<file path="src/hdl/bccab_defines.svh">
// Offsets, field positions, reset values and timing counts of the byte count compare block.
`ifndef BCCAB_DEFINES_SVH
`define BCCAB_DEFINES_SVH
`define BCCAB_CTRL_OFS        4'h0
`define BCCAB_STAT_OFS        4'h4
`define BCCAB_CTRL_RST        3'h0
`define BCCAB_CTRL_WRITE      0
`define BCCAB_CTRL_CHAIN      1
`define BCCAB_CTRL_CLEAR      2
`define BCCAB_ST_TRIG         0
`define BCCAB_ST_MATCH        1
`define BCCAB_ST_ZERO         2
`define BCCAB_ST_GREATER      3
`define BCCAB_ST_CHKCHAIN     4
`define BCCAB_ST_OVERRUN      5
`define BCCAB_ST_MARK         8
`define BCCAB_NEW_COUNT_MIN   8
`define BCCAB_CLK_NS          4
`define BCCAB_PULSE_NS        100
`define BCCAB_PULSE_CYC       ((`BCCAB_PULSE_NS) / (`BCCAB_CLK_NS))
`define BCCAB_RESP_OKAY       2'h0
`define BCCAB_RESP_SLVERR     2'h2
`endif

</file>
<file path="src/hdl/bccab_pkg.sv">
// Types shared by the byte count compare block.
package bccab_pkg;
	typedef enum logic [1:0] {
		BCCAB_IDLE  = 2'h0,
		BCCAB_PULSE = 2'h1,
		BCCAB_HOLD  = 2'h3
	} bccab_pulse_e;
	typedef logic [7:0] bccab_byte_t;
endpackage

</file>
<file path="src/hdl/bccab_buffer.sv">
// Eight-byte assembly and disassembly buffer with inverted parity storage.
`timescale 1ns/1ps
module bccab_buffer
	import bccab_pkg::*;
(
	input  wire logic        aclk,
	input  wire logic        aresetn,
	input  wire logic        buf_reset,
	input  wire logic        stage_load,
	input  wire logic [63:0] stage_data,
	input  wire logic [7:0]  stage_par_n,
	input  wire logic [7:0]  gate_in_byte,
	input  wire logic [7:0]  bus_in_data,
	input  wire logic        bus_in_par_n,
	output logic      [63:0] buf_data,
	output logic      [7:0]  buf_par_n
);
	logic [63:0] data_r;
	logic [63:0] data_nxt;
	logic [7:0]  par_r;
	logic [7:0]  par_nxt;

	// Byte 0 occupies bits 63:56, byte 7 bits 7:0.
	genvar i;
	generate
		for (i = 0; i < 8; i = i + 1) begin : g_lane
			always_comb begin
				data_nxt[63-8*i -: 8] = data_r[63-8*i -: 8];
				par_nxt[7-i] = par_r[7-i];
				if (buf_reset) begin
					data_nxt[63-8*i -: 8] = 8'h00;
					par_nxt[7-i] = 1'b1;
				end else if (stage_load) begin
					data_nxt[63-8*i -: 8] = stage_data[63-8*i -: 8];
					par_nxt[7-i] = stage_par_n[7-i];
				end else if (gate_in_byte[i]) begin
					data_nxt[63-8*i -: 8] = bus_in_data;
					par_nxt[7-i] = bus_in_par_n;
				end
			end
		end
	endgenerate

	// Data latches are high for a one, parity latches low for a one.
	always_ff @(posedge aclk) begin
		if (!aresetn) begin
			data_r <= 64'h0000000000000000;
			par_r  <= 8'hFF;
		end else begin
			data_r <= data_nxt;
			par_r  <= par_nxt;
		end
	end

	assign buf_data  = data_r;
	assign buf_par_n = par_r;
endmodule

</file>
<file path="src/hdl/bccab_top.sv">
// Byte count compare logic with its assembly buffer and an AXI4-Lite control slave.
// Summary of operation
// - Compare count bits 21-23 with byte counter.
// - Strobe sets match trigger when last word.
// - Evaluate on byte loads and byte removals.
// - Match trigger sets the holding match latch.
// - Write match gives one 100 ns reset pulse.
// - Chained write match starts next command fetch.
// - Trigger or zero latch: full / sequence 3.
// - Match latch without chaining starts sequence 5.
// - Match latch on read stops count decrement.
// - Match latch feeds status for length check.
// - Chained write compares old count in mark.
// - Zero latch sets when counter reads zero.
// - Zero latch on write drops buffer full.
// - Zero latch detects chained read overrun.
// - Zero latch logged at bit 18, word 3.
// - Greater with new count under 8: check.
// - Buffer holds 64 data, 8 parity latches.
// - Data latch high, parity latch low, active.
// - Read bytes load at encoder-selected positions.
// - Write bytes leave one at a time.
// - Staging load: reset buffer, then transfer.
// - Buffer copied whole to staging on read.
// - Parity passes through without any checking.
// - Counter output equals count register plus one.
//
// The AXI4-Lite slave port and the register offsets are this design's own decisions.
`timescale 1ns/1ps
`include "bccab_defines.svh"
module bccab_top
	import bccab_pkg::*;
(
	input  wire logic        aclk,
	input  wire logic        aresetn,
	input  wire logic [3:0]  s_axi_awaddr,
	input  wire logic        s_axi_awvalid,
	output logic             s_axi_awready,
	input  wire logic [31:0] s_axi_wdata,
	input  wire logic [3:0]  s_axi_wstrb,
	input  wire logic        s_axi_wvalid,
	output logic             s_axi_wready,
	output logic      [1:0]  s_axi_bresp,
	output logic             s_axi_bvalid,
	input  wire logic        s_axi_bready,
	input  wire logic [3:0]  s_axi_araddr,
	input  wire logic        s_axi_arvalid,
	output logic             s_axi_arready,
	output logic      [31:0] s_axi_rdata,
	output logic      [1:0]  s_axi_rresp,
	output logic             s_axi_rvalid,
	input  wire logic        s_axi_rready,
	input  wire logic [2:0]  transfer_count_register,
	input  wire logic [2:0]  byte_count_value,
	input  wire logic        last_word,
	input  wire logic        compare_strobe,
	input  wire logic        mark_load,
	input  wire logic        command_word_fetching,
	input  wire logic [3:0]  new_count_bytes,
	input  wire logic        log_gate,
	input  wire logic        buf_reset,
	input  wire logic        stage_load,
	input  wire logic [63:0] storage_output_lines,
	input  wire logic [7:0]  storage_par_n,
	input  wire logic        buf_to_stage,
	input  wire logic [7:0]  gate_in_byte,
	input  wire logic [7:0]  gate_out_byte,
	input  wire logic [7:0]  bus_in_data,
	input  wire logic        bus_in_par_n,
	output logic      [2:0]  byte_counter_outputs,
	output logic             count_match_trig,
	output logic             count_match_latch,
	output logic             zero_count_latch,
	output logic             full_or_seq3,
	output logic             seq5_start,
	output logic             decrement_inhibit,
	output logic             wr_equal_reset,
	output logic             chain_fetch_start,
	output logic             buf_full_off,
	output logic             overrun,
	output logic             chain_check,
	output logic             log_bit18,
	output logic      [63:0] stage_data,
	output logic      [7:0]  stage_par_n,
	output logic      [7:0]  bus_out_data,
	output logic             bus_out_par_n
);
	localparam logic [4:0] PULSE_CYC = 5'(`BCCAB_PULSE_CYC);

	logic [2:0]   ctrl_r;
	logic [2:0]   ctrl_nxt;
	logic         clear_r;
	logic         clear_nxt;
	logic         awready_r;
	logic         awready_nxt;
	logic         wready_r;
	logic         wready_nxt;
	logic         bvalid_r;
	logic         bvalid_nxt;
	logic [1:0]   bresp_r;
	logic [1:0]   bresp_nxt;
	logic         arready_r;
	logic         arready_nxt;
	logic         rvalid_r;
	logic         rvalid_nxt;
	logic [1:0]   rresp_r;
	logic [1:0]   rresp_nxt;
	logic [31:0]  rdata_r;
	logic [31:0]  rdata_nxt;
	logic         wr_take;
	logic         rd_take;
	logic [31:0]  status_word;

	logic         op_write;
	logic         data_chaining_flag;
	logic         chained_write;
	logic         chained_read;
	logic [2:0]   cnt_out;
	logic [2:0]   mark_r;
	logic [2:0]   mark_nxt;
	logic         count_equal;
	logic         mark_equal;
	logic         greater;
	logic         trig_r;
	logic         trig_nxt;
	logic         match_r;
	logic         match_nxt;
	logic         zero_r;
	logic         zero_nxt;
	logic         overrun_r;
	logic         overrun_nxt;
	logic         chk_r;
	logic         chk_nxt;
	logic         seq5_r;
	logic         seq5_nxt;
	logic         fetch_r;
	logic         fetch_nxt;
	logic         full3_r;
	logic         full3_nxt;
	logic         inhibit_r;
	logic         inhibit_nxt;
	logic         bfoff_r;
	logic         bfoff_nxt;
	logic         log_r;
	logic         log_nxt;
	logic [2:0]   cnt_out_r;
	bccab_pulse_e pstate_r;
	bccab_pulse_e pstate_nxt;
	logic [4:0]   pcnt_r;
	logic [4:0]   pcnt_nxt;
	logic         pulse_r;
	logic         pulse_nxt;
	logic [63:0]  buf_data;
	logic [7:0]   buf_par_n;
	logic [63:0]  stage_r;
	logic [63:0]  stage_nxt;
	logic [7:0]   spar_r;
	logic [7:0]   spar_nxt;
	logic [7:0]   out_r;
	logic [7:0]   out_nxt;
	logic         opar_r;
	logic         opar_nxt;

	assign op_write           = ctrl_r[`BCCAB_CTRL_WRITE];
	assign data_chaining_flag = ctrl_r[`BCCAB_CTRL_CHAIN];
	assign chained_write      = op_write & data_chaining_flag;
	assign chained_read       = ~op_write & data_chaining_flag;
	assign wr_take            = s_axi_awvalid & s_axi_wvalid & ~bvalid_r & ~awready_r;
	assign rd_take            = s_axi_arvalid & ~rvalid_r & ~arready_r;

	assign status_word = {20'h00000, 1'b0, mark_r, 2'h0, chk_r, overrun_r, greater, zero_r, match_r, trig_r};

	// Register slave: control at one word, read-only status at the next.
	always_comb begin
		ctrl_nxt    = ctrl_r;
		clear_nxt   = 1'b0;
		awready_nxt = wr_take;
		wready_nxt  = wr_take;
		bvalid_nxt  = bvalid_r & ~s_axi_bready;
		bresp_nxt   = bresp_r;
		arready_nxt = rd_take;
		rvalid_nxt  = rvalid_r & ~s_axi_rready;
		rresp_nxt   = rresp_r;
		rdata_nxt   = rdata_r;
		if (wr_take) begin
			bvalid_nxt = 1'b1;
			bresp_nxt  = `BCCAB_RESP_OKAY;
			if (s_axi_awaddr[3:2] == `BCCAB_CTRL_OFS >> 2) begin
				if (s_axi_wstrb[0]) begin
					ctrl_nxt  = {1'b0, s_axi_wdata[`BCCAB_CTRL_CHAIN], s_axi_wdata[`BCCAB_CTRL_WRITE]};
					clear_nxt = s_axi_wdata[`BCCAB_CTRL_CLEAR];
				end
			end else if (s_axi_awaddr[3:2] != `BCCAB_STAT_OFS >> 2) begin
				bresp_nxt = `BCCAB_RESP_SLVERR;
			end
		end
		if (rd_take) begin
			rvalid_nxt = 1'b1;
			rresp_nxt  = `BCCAB_RESP_OKAY;
			if (s_axi_araddr[3:2] == `BCCAB_CTRL_OFS >> 2) begin
				rdata_nxt = {29'h00000000, ctrl_r};
			end else if (s_axi_araddr[3:2] == `BCCAB_STAT_OFS >> 2) begin
				rdata_nxt = status_word;
			end else begin
				rdata_nxt = 32'h00000000;
				rresp_nxt = `BCCAB_RESP_SLVERR;
			end
		end
	end

	// Counter output is the count register plus one.
	assign cnt_out = byte_count_value + 3'h1;

	// Bitwise equality of count bits 21-23 against the counter outputs.
	assign count_equal = (transfer_count_register ~^ cnt_out) == 3'h7;
	assign mark_equal  = (mark_r ~^ cnt_out) == 3'h7;
	assign greater     = cnt_out > transfer_count_register;

	// Compare triggers, latches and pulse sequencer.
	always_comb begin
		mark_nxt    = mark_load & chained_write & command_word_fetching ? transfer_count_register : mark_r;
		trig_nxt    = trig_r & ~clear_r;
		// The strobe fires on each byte moved in (read) or out (write).
		if (compare_strobe & count_equal & last_word & ~chained_write) begin
			trig_nxt = 1'b1;
		end
		if (compare_strobe & mark_equal & chained_write & command_word_fetching) begin
			trig_nxt = 1'b1;
		end
		match_nxt   = trig_r | (match_r & ~clear_r);
		zero_nxt    = (cnt_out == 3'h0) | (zero_r & ~clear_r);
		full3_nxt   = trig_r | zero_r;
		seq5_nxt    = match_nxt & ~match_r & ~data_chaining_flag;
		fetch_nxt   = trig_nxt & ~trig_r & chained_write;
		inhibit_nxt = match_r & ~op_write;
		bfoff_nxt   = zero_r & op_write;
		overrun_nxt = (zero_r & chained_read & command_word_fetching) | (overrun_r & ~clear_r);
		chk_nxt     = (greater & chained_read & command_word_fetching & new_count_bytes < `BCCAB_NEW_COUNT_MIN) |
			(chk_r & ~clear_r);
		log_nxt     = log_gate ? zero_r : log_r;
		pstate_nxt  = pstate_r;
		pcnt_nxt    = pcnt_r;
		pulse_nxt   = 1'b0;
		case (pstate_r)
			BCCAB_IDLE: begin
				if (trig_r & op_write) begin
					pstate_nxt = BCCAB_PULSE;
					pcnt_nxt   = PULSE_CYC - 5'h1;
					pulse_nxt  = 1'b1;
				end
			end
			BCCAB_PULSE: begin
				if (pcnt_r == 5'h0) begin
					pstate_nxt = BCCAB_HOLD;
				end else begin
					pcnt_nxt  = pcnt_r - 5'h1;
					pulse_nxt = 1'b1;
				end
			end
			BCCAB_HOLD: begin
				if (!trig_r) begin
					pstate_nxt = BCCAB_IDLE;
				end
			end
			default: begin
				pstate_nxt = BCCAB_IDLE;
			end
		endcase
	end

	// Staging copy and byte output path.
	always_comb begin
		stage_nxt = stage_r;
		spar_nxt  = spar_r;
		out_nxt   = out_r;
		opar_nxt  = opar_r;
		if (buf_to_stage & ~op_write) begin
			stage_nxt = buf_data;
			spar_nxt  = buf_par_n;
		end
		for (int k = 0; k < 8; k++) begin
			if (gate_out_byte[k] & op_write) begin
				out_nxt  = buf_data[63-8*k -: 8];
				opar_nxt = buf_par_n[7-k];
			end
		end
	end

	always_ff @(posedge aclk) begin
		if (!aresetn) begin
			ctrl_r    <= `BCCAB_CTRL_RST;
			clear_r   <= 1'b0;
			awready_r <= 1'b0;
			wready_r  <= 1'b0;
			bvalid_r  <= 1'b0;
			bresp_r   <= 2'h0;
			arready_r <= 1'b0;
			rvalid_r  <= 1'b0;
			rresp_r   <= 2'h0;
			rdata_r   <= 32'h00000000;
			mark_r    <= 3'h0;
			trig_r    <= 1'b0;
			match_r   <= 1'b0;
			zero_r    <= 1'b0;
			full3_r   <= 1'b0;
			seq5_r    <= 1'b0;
			fetch_r   <= 1'b0;
			inhibit_r <= 1'b0;
			bfoff_r   <= 1'b0;
			overrun_r <= 1'b0;
			chk_r     <= 1'b0;
			log_r     <= 1'b0;
			cnt_out_r <= 3'h0;
			pstate_r  <= BCCAB_IDLE;
			pcnt_r    <= 5'h0;
			pulse_r   <= 1'b0;
			stage_r   <= 64'h0000000000000000;
			spar_r    <= 8'hFF;
			out_r     <= 8'h00;
			opar_r    <= 1'b1;
		end else begin
			ctrl_r    <= ctrl_nxt;
			clear_r   <= clear_nxt;
			awready_r <= awready_nxt;
			wready_r  <= wready_nxt;
			bvalid_r  <= bvalid_nxt;
			bresp_r   <= bresp_nxt;
			arready_r <= arready_nxt;
			rvalid_r  <= rvalid_nxt;
			rresp_r   <= rresp_nxt;
			rdata_r   <= rdata_nxt;
			mark_r    <= mark_nxt;
			trig_r    <= trig_nxt;
			match_r   <= match_nxt;
			zero_r    <= zero_nxt;
			full3_r   <= full3_nxt;
			seq5_r    <= seq5_nxt;
			fetch_r   <= fetch_nxt;
			inhibit_r <= inhibit_nxt;
			bfoff_r   <= bfoff_nxt;
			overrun_r <= overrun_nxt;
			chk_r     <= chk_nxt;
			log_r     <= log_nxt;
			cnt_out_r <= cnt_out;
			pstate_r  <= pstate_nxt;
			pcnt_r    <= pcnt_nxt;
			pulse_r   <= pulse_nxt;
			stage_r   <= stage_nxt;
			spar_r    <= spar_nxt;
			out_r     <= out_nxt;
			opar_r    <= opar_nxt;
		end
	end

	// The buffer holds 64 data and 8 parity latches.
	bccab_buffer u_buffer (
		.aclk         (aclk),
		.aresetn      (aresetn),
		.buf_reset    (buf_reset),
		.stage_load   (stage_load & op_write),
		.stage_data   (storage_output_lines),
		.stage_par_n  (storage_par_n),
		.gate_in_byte (gate_in_byte & {8{~op_write}}),
		.bus_in_data  (bus_in_data),
		.bus_in_par_n (bus_in_par_n),
		.buf_data     (buf_data),
		.buf_par_n    (buf_par_n)
	);

	assign s_axi_awready        = awready_r;
	assign s_axi_wready         = wready_r;
	assign s_axi_bvalid         = bvalid_r;
	assign s_axi_bresp          = bresp_r;
	assign s_axi_arready        = arready_r;
	assign s_axi_rvalid         = rvalid_r;
	assign s_axi_rresp          = rresp_r;
	assign s_axi_rdata          = rdata_r;
	assign byte_counter_outputs = cnt_out_r;
	assign count_match_trig     = trig_r;
	assign count_match_latch    = match_r;
	assign zero_count_latch     = zero_r;
	assign full_or_seq3         = full3_r;
	assign seq5_start           = seq5_r;
	assign decrement_inhibit    = inhibit_r;
	assign wr_equal_reset       = pulse_r;
	assign chain_fetch_start    = fetch_r;
	assign buf_full_off         = bfoff_r;
	assign overrun              = overrun_r;
	assign chain_check          = chk_r;
	assign log_bit18            = log_r;
	assign stage_data           = stage_r;
	assign stage_par_n          = spar_r;
	assign bus_out_data         = out_r;
	assign bus_out_par_n        = opar_r;
endmodule

</file>
<file path="config.mk">
export PLATFORM = sky130hd
export DESIGN_NAME = bccab_top
export DESIGN_NICKNAME = d
export VERILOG_FILES = /design/src/hdl/bccab_pkg.sv /design/src/hdl/bccab_buffer.sv /design/src/hdl/bccab_top.sv
export VERILOG_INCLUDE_DIRS = /design/src /design/src/hdl
export SDC_FILE = /design/constraint.sdc
export NUM_CORES = 1
export LEC_CHECK = 0
export BUFFER_PORTS_ARGS = -buffer_cell sky130_fd_sc_hd__buf_2
export CAP_MARGIN = 10
export CORE_MARGIN = 5
export CORE_UTILIZATION = 33
export DETAILED_ROUTE_END_ITERATION = 10
export GPL_ROUTABILITY_DRIVEN = 0
export PLACE_DENSITY = 0.59
export SYNTH_ARGS = -nofsm -noshare
export SYNTH_HDL_FRONTEND = slang
export SYNTH_SLANG_ARGS = --single-unit
</file>
<file path="constraint.sdc">
create_clock -name aclk -period 1.9 [get_ports aclk]
set_clock_uncertainty 0.15 [all_clocks]
set_input_delay 0.19 -clock aclk [delete_from_list [all_inputs] [get_ports aclk]]
set_output_delay 0.19 -clock aclk [all_outputs]
set_load 0.03 [all_outputs]
</file>
### Word level (Yosys, flattened, before mapping)

Index checks and enable logic that the tools add are counted.

* add/subtract/negate cells: 2
* $lt $le $gt $ge: 2
* equal/unequal tests: 10
* multiplexer cells: 68
* bitwise operators: 65
* reduce and logical (&&, ||, !) cells: 20

Operator list (count)
* $mux W8: 24
* $and A1 B1 Y1: 44
* $mux W1: 30
* $mux W11: 2
* $reduce_bool A2 Y1: 9
* $mux W2: 7
* $not A1 Y1: 13
* $mux W5: 2
* $pmux W5 S2: 1
* $reduce_and A3 Y1: 3
* $and A8 B8 Y8: 1
* $ne A2 B2 Y1 const B: 4
* $reduce_bool A8 Y1: 1
* $eq A3 B3 Y1 const B: 2
* $logic_not A2 Y1: 3
* $pmux W2 S3: 1
* $xnor A3 B3 Y3: 2
* $logic_not A5 Y1: 1
* $or A1 B1 Y1: 5
* $sub A5 B1 Y5 const B: 1
* $eq A2 B1 Y1 const B: 2
* $lt A4 B4 Y1 const B: 1
* $reduce_and A4 Y1: 1
* $add A3 B1 Y3 const B: 1
* 6 further kinds: 6

* flip-flop bits (word level): 221
* bits of input ports: 166
* output and inout bits: 137
* word-level logic and storage cells: 212

### Longest topological paths before layout

* depth in word-level cells: 10
* gate-level depth with buffers: 7
* mapped depth without buffers: 7

### By module

A second synthesis with hierarchy kept.

* cells, all modules: 1027
* area, all modules: 9357.7 um^2

By module, submodules not included
* bccab_top: instances 1, cells each 705, area an instance 5780.5 um^2, seq. area each 2482.4 um^2
* bccab_buffer: instances 1, cells each 322, area an instance 3577.2 um^2, seq. area each 1441.4 um^2

### Worst setup path after synthesis

No wires, ideal clock.

* kind: register to register
* start point: register trig_r (netlist: count_match_trig)
* end point: register pcnt_r[4]
* library setup time: 120 ps
* arrival: 1481 ps
* required time: 1630 ps
* setup slack: 149 ps
* cell stages (with the launch flop): 6
* path through: dfxtp_1 -> buf_2 -> a21oi_1 -> a211oi_2 -> a31oi_1 -> o31a_1

* longest elaborated chain between the ends: 3

RTL lines
* start: declaration: line bccab_top.sv:124 `logic trig_r;`
* start signal: assignment: line bccab_top.sv:333 `trig_r <= trig_nxt;`
* $and A1 B1 Y1: line bccab_top.sv:246 `if (trig_r & op_write) begin`
* $ne A2 B2 Y1 (no line)
* $reduce_and A3 Y1 (no line)
* end signal: assignment: line bccab_top.sv:346 `pcnt_r <= pcnt_nxt;`
* end: declaration: line bccab_top.sv:149 `logic [4:0] pcnt_r;`

Every way passes these cells.
A chain may end at the register's enable or synchronous reset.

### Worst setup path in the final report

* start point: register ctrl_r[0]
* end point: register out_r[4] (netlist: bus_out_data[4])

* longest elaborated chain between the ends: 8
* elaborated cells between the ends (all ways): 16
* those cells by class: 7 x mux; 8 x bitwise; 1 x reduce/logical

RTL lines
* start: declaration: line bccab_top.sv:90 `logic [2:0] ctrl_r;`
* start signal: assignment: line bccab_top.sv:291 `` ctrl_r <= `BCCAB_CTRL_RST; ``
* start signal: assignment: line bccab_top.sv:322 `ctrl_r <= ctrl_nxt;`
* $and A1 B1 Y1: line bccab_top.sv:282 `if (gate_out_byte[k] & op_write) begin`
* $mux W8 (7 in series): line bccab_top.sv:282
* end signal: assignment: line bccab_top.sv:350 `out_r <= out_nxt;`
* end: declaration: line bccab_top.sv:159 `logic [7:0] out_r;`

Parallel ways exist; a longest one is shown, timed or not.

==> results by group <==
Clocking
  – Clock Sinks: 196
  – Num CTS Buffers: 17
  – CTS root buffer: clkbuf_16
  – Clk Latency, worst-skew pair: 0.43 ns
  – Clk buf depth: 2
  – Htree depth: 4
  – CTS tree: yes
  – Clock-pin slew on the worst setup and hold paths: 0.07 ns

Placed design
  – Port Buf Inserts: 238
  – Detail Placement HPWL: 22300 um

Floorplan
  – Width of the die: 172 um
  – Die area: 0.0295 mm2
  – Num ports: 303
  – Row count: 59
  – Core area: 0.0259 mm2
  – Die height: 172 um
  – Initial Util: 0.333

Worst setup path
  – Critical path launch point type: flop
  – CP arrival: 1.94 ns
  – CP Capture Type: flop
  – Setup crit end: bus_out_data[4]$_SDFFE_PN0P_
  – CP Buf/Inv Count: 2
  – Crit path required time: 2.06 ns
  – Worst path cell trace: inv_2 -> a31oi_1 -> buf_4 -> nand2b_1 -> o311a_1
  – Critical path's top delay family: compound AO/OA/AOI/OAI gates
  – R2R Setup Slk: 0.13 ns
  – Worst setup path class: flop to flop
  – Critical Path Source: ctrl_r[0]$_SDFFE_PN0P_
  – FF-to-FF path depth: 5
  – CP max FO: 10
  – Crit Reg-Reg Endpoint: bus_out_data[4]$_SDFFE_PN0P_
  – Critical path depth in cells: 5
  – Worst r2r src: ctrl_r[0]$_SDFFE_PN0P_
  – Crit path largest cell delay: 0.45 ns
  – CP max stage cell: dfxtp_1

Logic synthesis
  – Warnings, synthesis: 0
  – Mapped Cells: 1056
  – Synthesized flop and latch total: 196
  – Synth top area share: 0.454
  – Ranking of synthesized cells by area: dfxtp_1 (45%), a21oi_1 (10%), nand2_1 (8.4%)
  – Synthesized cell area: 0.00864 mm2
  – Largest area contributor in the netlist: dfxtp_1
  – Post-synth EDFFs: 0
  – Avg Synthesized Cell Area: 8.18 um2
  – Synth top cells by count: dfxtp_1 (196), nand2_1 (193), a21oi_1 (178), o21ai_0 (75), nor2_1 (44)
  – Number of distinct library cells after synthesis: 63
  – Async SR Flop Fraction: 0
  – Sequential-to-total area share from yosys stat: 0.454
  – Ys flop type: dfxtp_1
  – Count leader, synth: dfxtp_1

Run
  – Max-Cap Viols: 0

Power
  – Static Leak: 4.95 nW
  – PD cells: 788 mW/mm2
  – Overall power: 9.14 mW
  – Worst vdd ir: 0.484 mV

Min path
  – Worst min path class: input pin to flop
  – Hold path startpoint: last_word

STA
  – Fin Setup TNS: 0 ns
  – Max Slew Vio Count: 0
  – Slew margin rel.: 0.511
  – Fmax: 564 MHz
  – Minimum clock period: 1.77 ns
  – Worst-Margin Slew: 0.733 ns
  – Final hold vios: 0
  – Setup Viol. Count Final: 0
  – Tcrit/Tclk final: 0.934

Routing
  – Iteration count of the initial detailed-routing pass: 5
  – Wire length per cell: 18.0 um
  – Detail Route Antenna Nets: 0
  – DRC violations left: 0
  – DRT iter0 DRCs: 655
  – Final WL: 30700 um
  – Detailed-route via count: 8546
  – Post-DR vias/cell: 5.00

GRT
  – Largest net degree at the start of global routing: 73
  – GRT overflow: 0
  – GR Util All Layers: 0.202
  – First-pass GRT wire length: 46300 um
  – Number of global-route vias before repair: 8346
  – Initial antenna violation count: 0

Layout
  – Register area: 0.00392 mm2
  – # diodes: 0
  – Filler cells: 2606
  – Nets: 1534
  – Layout cell share with drive strength beyond 1: 0.245
  – Multi-input gate area: 0.00416 mm2
  – Area grow syn2layout: 34.2%

Run status
  – Run status: finished, final reports clean
==> tightest hold or removal path: stages <==
cell	delay, ns
buf_2	0.10
nand3_1	0.05
a21o_1	0.10
o21ai_0	0.09
==> cell families (layout without fill, tap and decap cells) <==
family,after synthesis,count (layout),synth area share
xor gates and xnor gates,5,5,0.00666
adders and majority gates,7,7,0.0101
other,1,25,0.000434
AOI/OAI and AO/OA,357,357,0.240
and+or+nand+nor,351,351,0.192
muxes,16,16,0.0198
DFF,196,196,0.454
buffers and inverters,123,416,0.0769
==> sequential cells by signal, indices dropped and copies added, names as in the netlist, 2 cells and up <==
signal                count
stage_data               64
mark_r                    3
s_axi_rdata               9
stage_par_n               8
u_buffer.buf_data        64
byte_counter_outputs      3
pstate_r                  2
bus_out_data              8
ctrl_r                    2
pcnt_r                    5
u_buffer.buf_par_n        8
==> how the worst min path moves through the flow <==
stage                                               endpoint  slack (ns)  cells after the start
final                            count_match_trig$_SDFF_PN0_        0.03                      4
after global routing      u_buffer.buf_par_n[1]$_SDFFE_PP1P_        0.02                      4
after CTS                             mark_r[1]$_SDFFE_PN0P_        0.01                      5
after detailed placement        s_axi_rdata[10]$_SDFFE_PN0P_        0.29                      2
after global placement                    clear_r$_SDFF_PN0_        0.28                      3
after floorplan           byte_counter_outputs[0]$_SDFF_PN0_        0.11                      1
==> cells in the final DEF, fill, tap and decap left out, types with 6 or more instances in the layout <==
master / count
buf_2: 238
nor2b_1: 16
a21oi_1: 178
a21boi_0: 27
mux2i_1: 7
inv_1: 11
nand3_1: 18
o311a_1: 8
nand2b_1: 24
and3b_1: 8
clkbuf_16: 17
dfxtp_1: 196
nor3_1: 6
ha_1: 7
and2_1: 10
nand2_1: 193
conb_1: 25
o2111ai_1: 9
nor2_1: 44
o21ai_1: 10
a22oi_1: 15
buf_4: 40
dlygate4sd3_1: 89
a311oi_1: 8
o21ai_0: 75
==> area by class of cell <==
cell class	instances	share of cell area
inverter	13	0.00421
tap	335	0.0361
clock buffer	19	0.0373
timing repair buffer	372	0.214
multi-input combinational	761	0.359
clock inverter	12	0.0107
sequential	196	0.338
==> where the power goes <==
group	total (mW)	internal, mW	switching, mW	leakage [nW]
Clock	3.53	1.84	1.69	0.265
Combinational	1.26	0.500	0.760	3.09
Sequential	4.34	4.23	0.107	1.60
==> metrics by stage <==
step	area (um2)	setup slack, ns	instances	util	hold slack [ns]
final	11600	0.126	1708	0.447	0.0331
after global routing	11600	-0.000642	1708	0.447	0.0238
after CTS	11600	0.00598	1707	0.447	0.0129
after detailed placement	10100	0.0299	1587	0.391	0.293
after global placement	10100	0.0741	1587	0.391	0.284
after floorplan	8730	0.149	1080	-	0.112
==> what timing repair did <==
item | CTS | global route
gates resized for setup | 0 | 4
buffers inserted | 0 | 1
endpoints found under the setup margin | 0 | 24
endpoints found under the hold margin | 82 | 0
hold buffers | 89 | 0
==> per-layer routing <==
layer	track usage	up-vias	part of all wire
met5	0	-	0
met4	0.0509	0	0.022
met3	0.0437	42	0.072
met2	0.348	319	0.48
met1	0.258	3994	0.43
li1	-	4191	-
No activity file was read; power rests on OpenSTA's default activity.
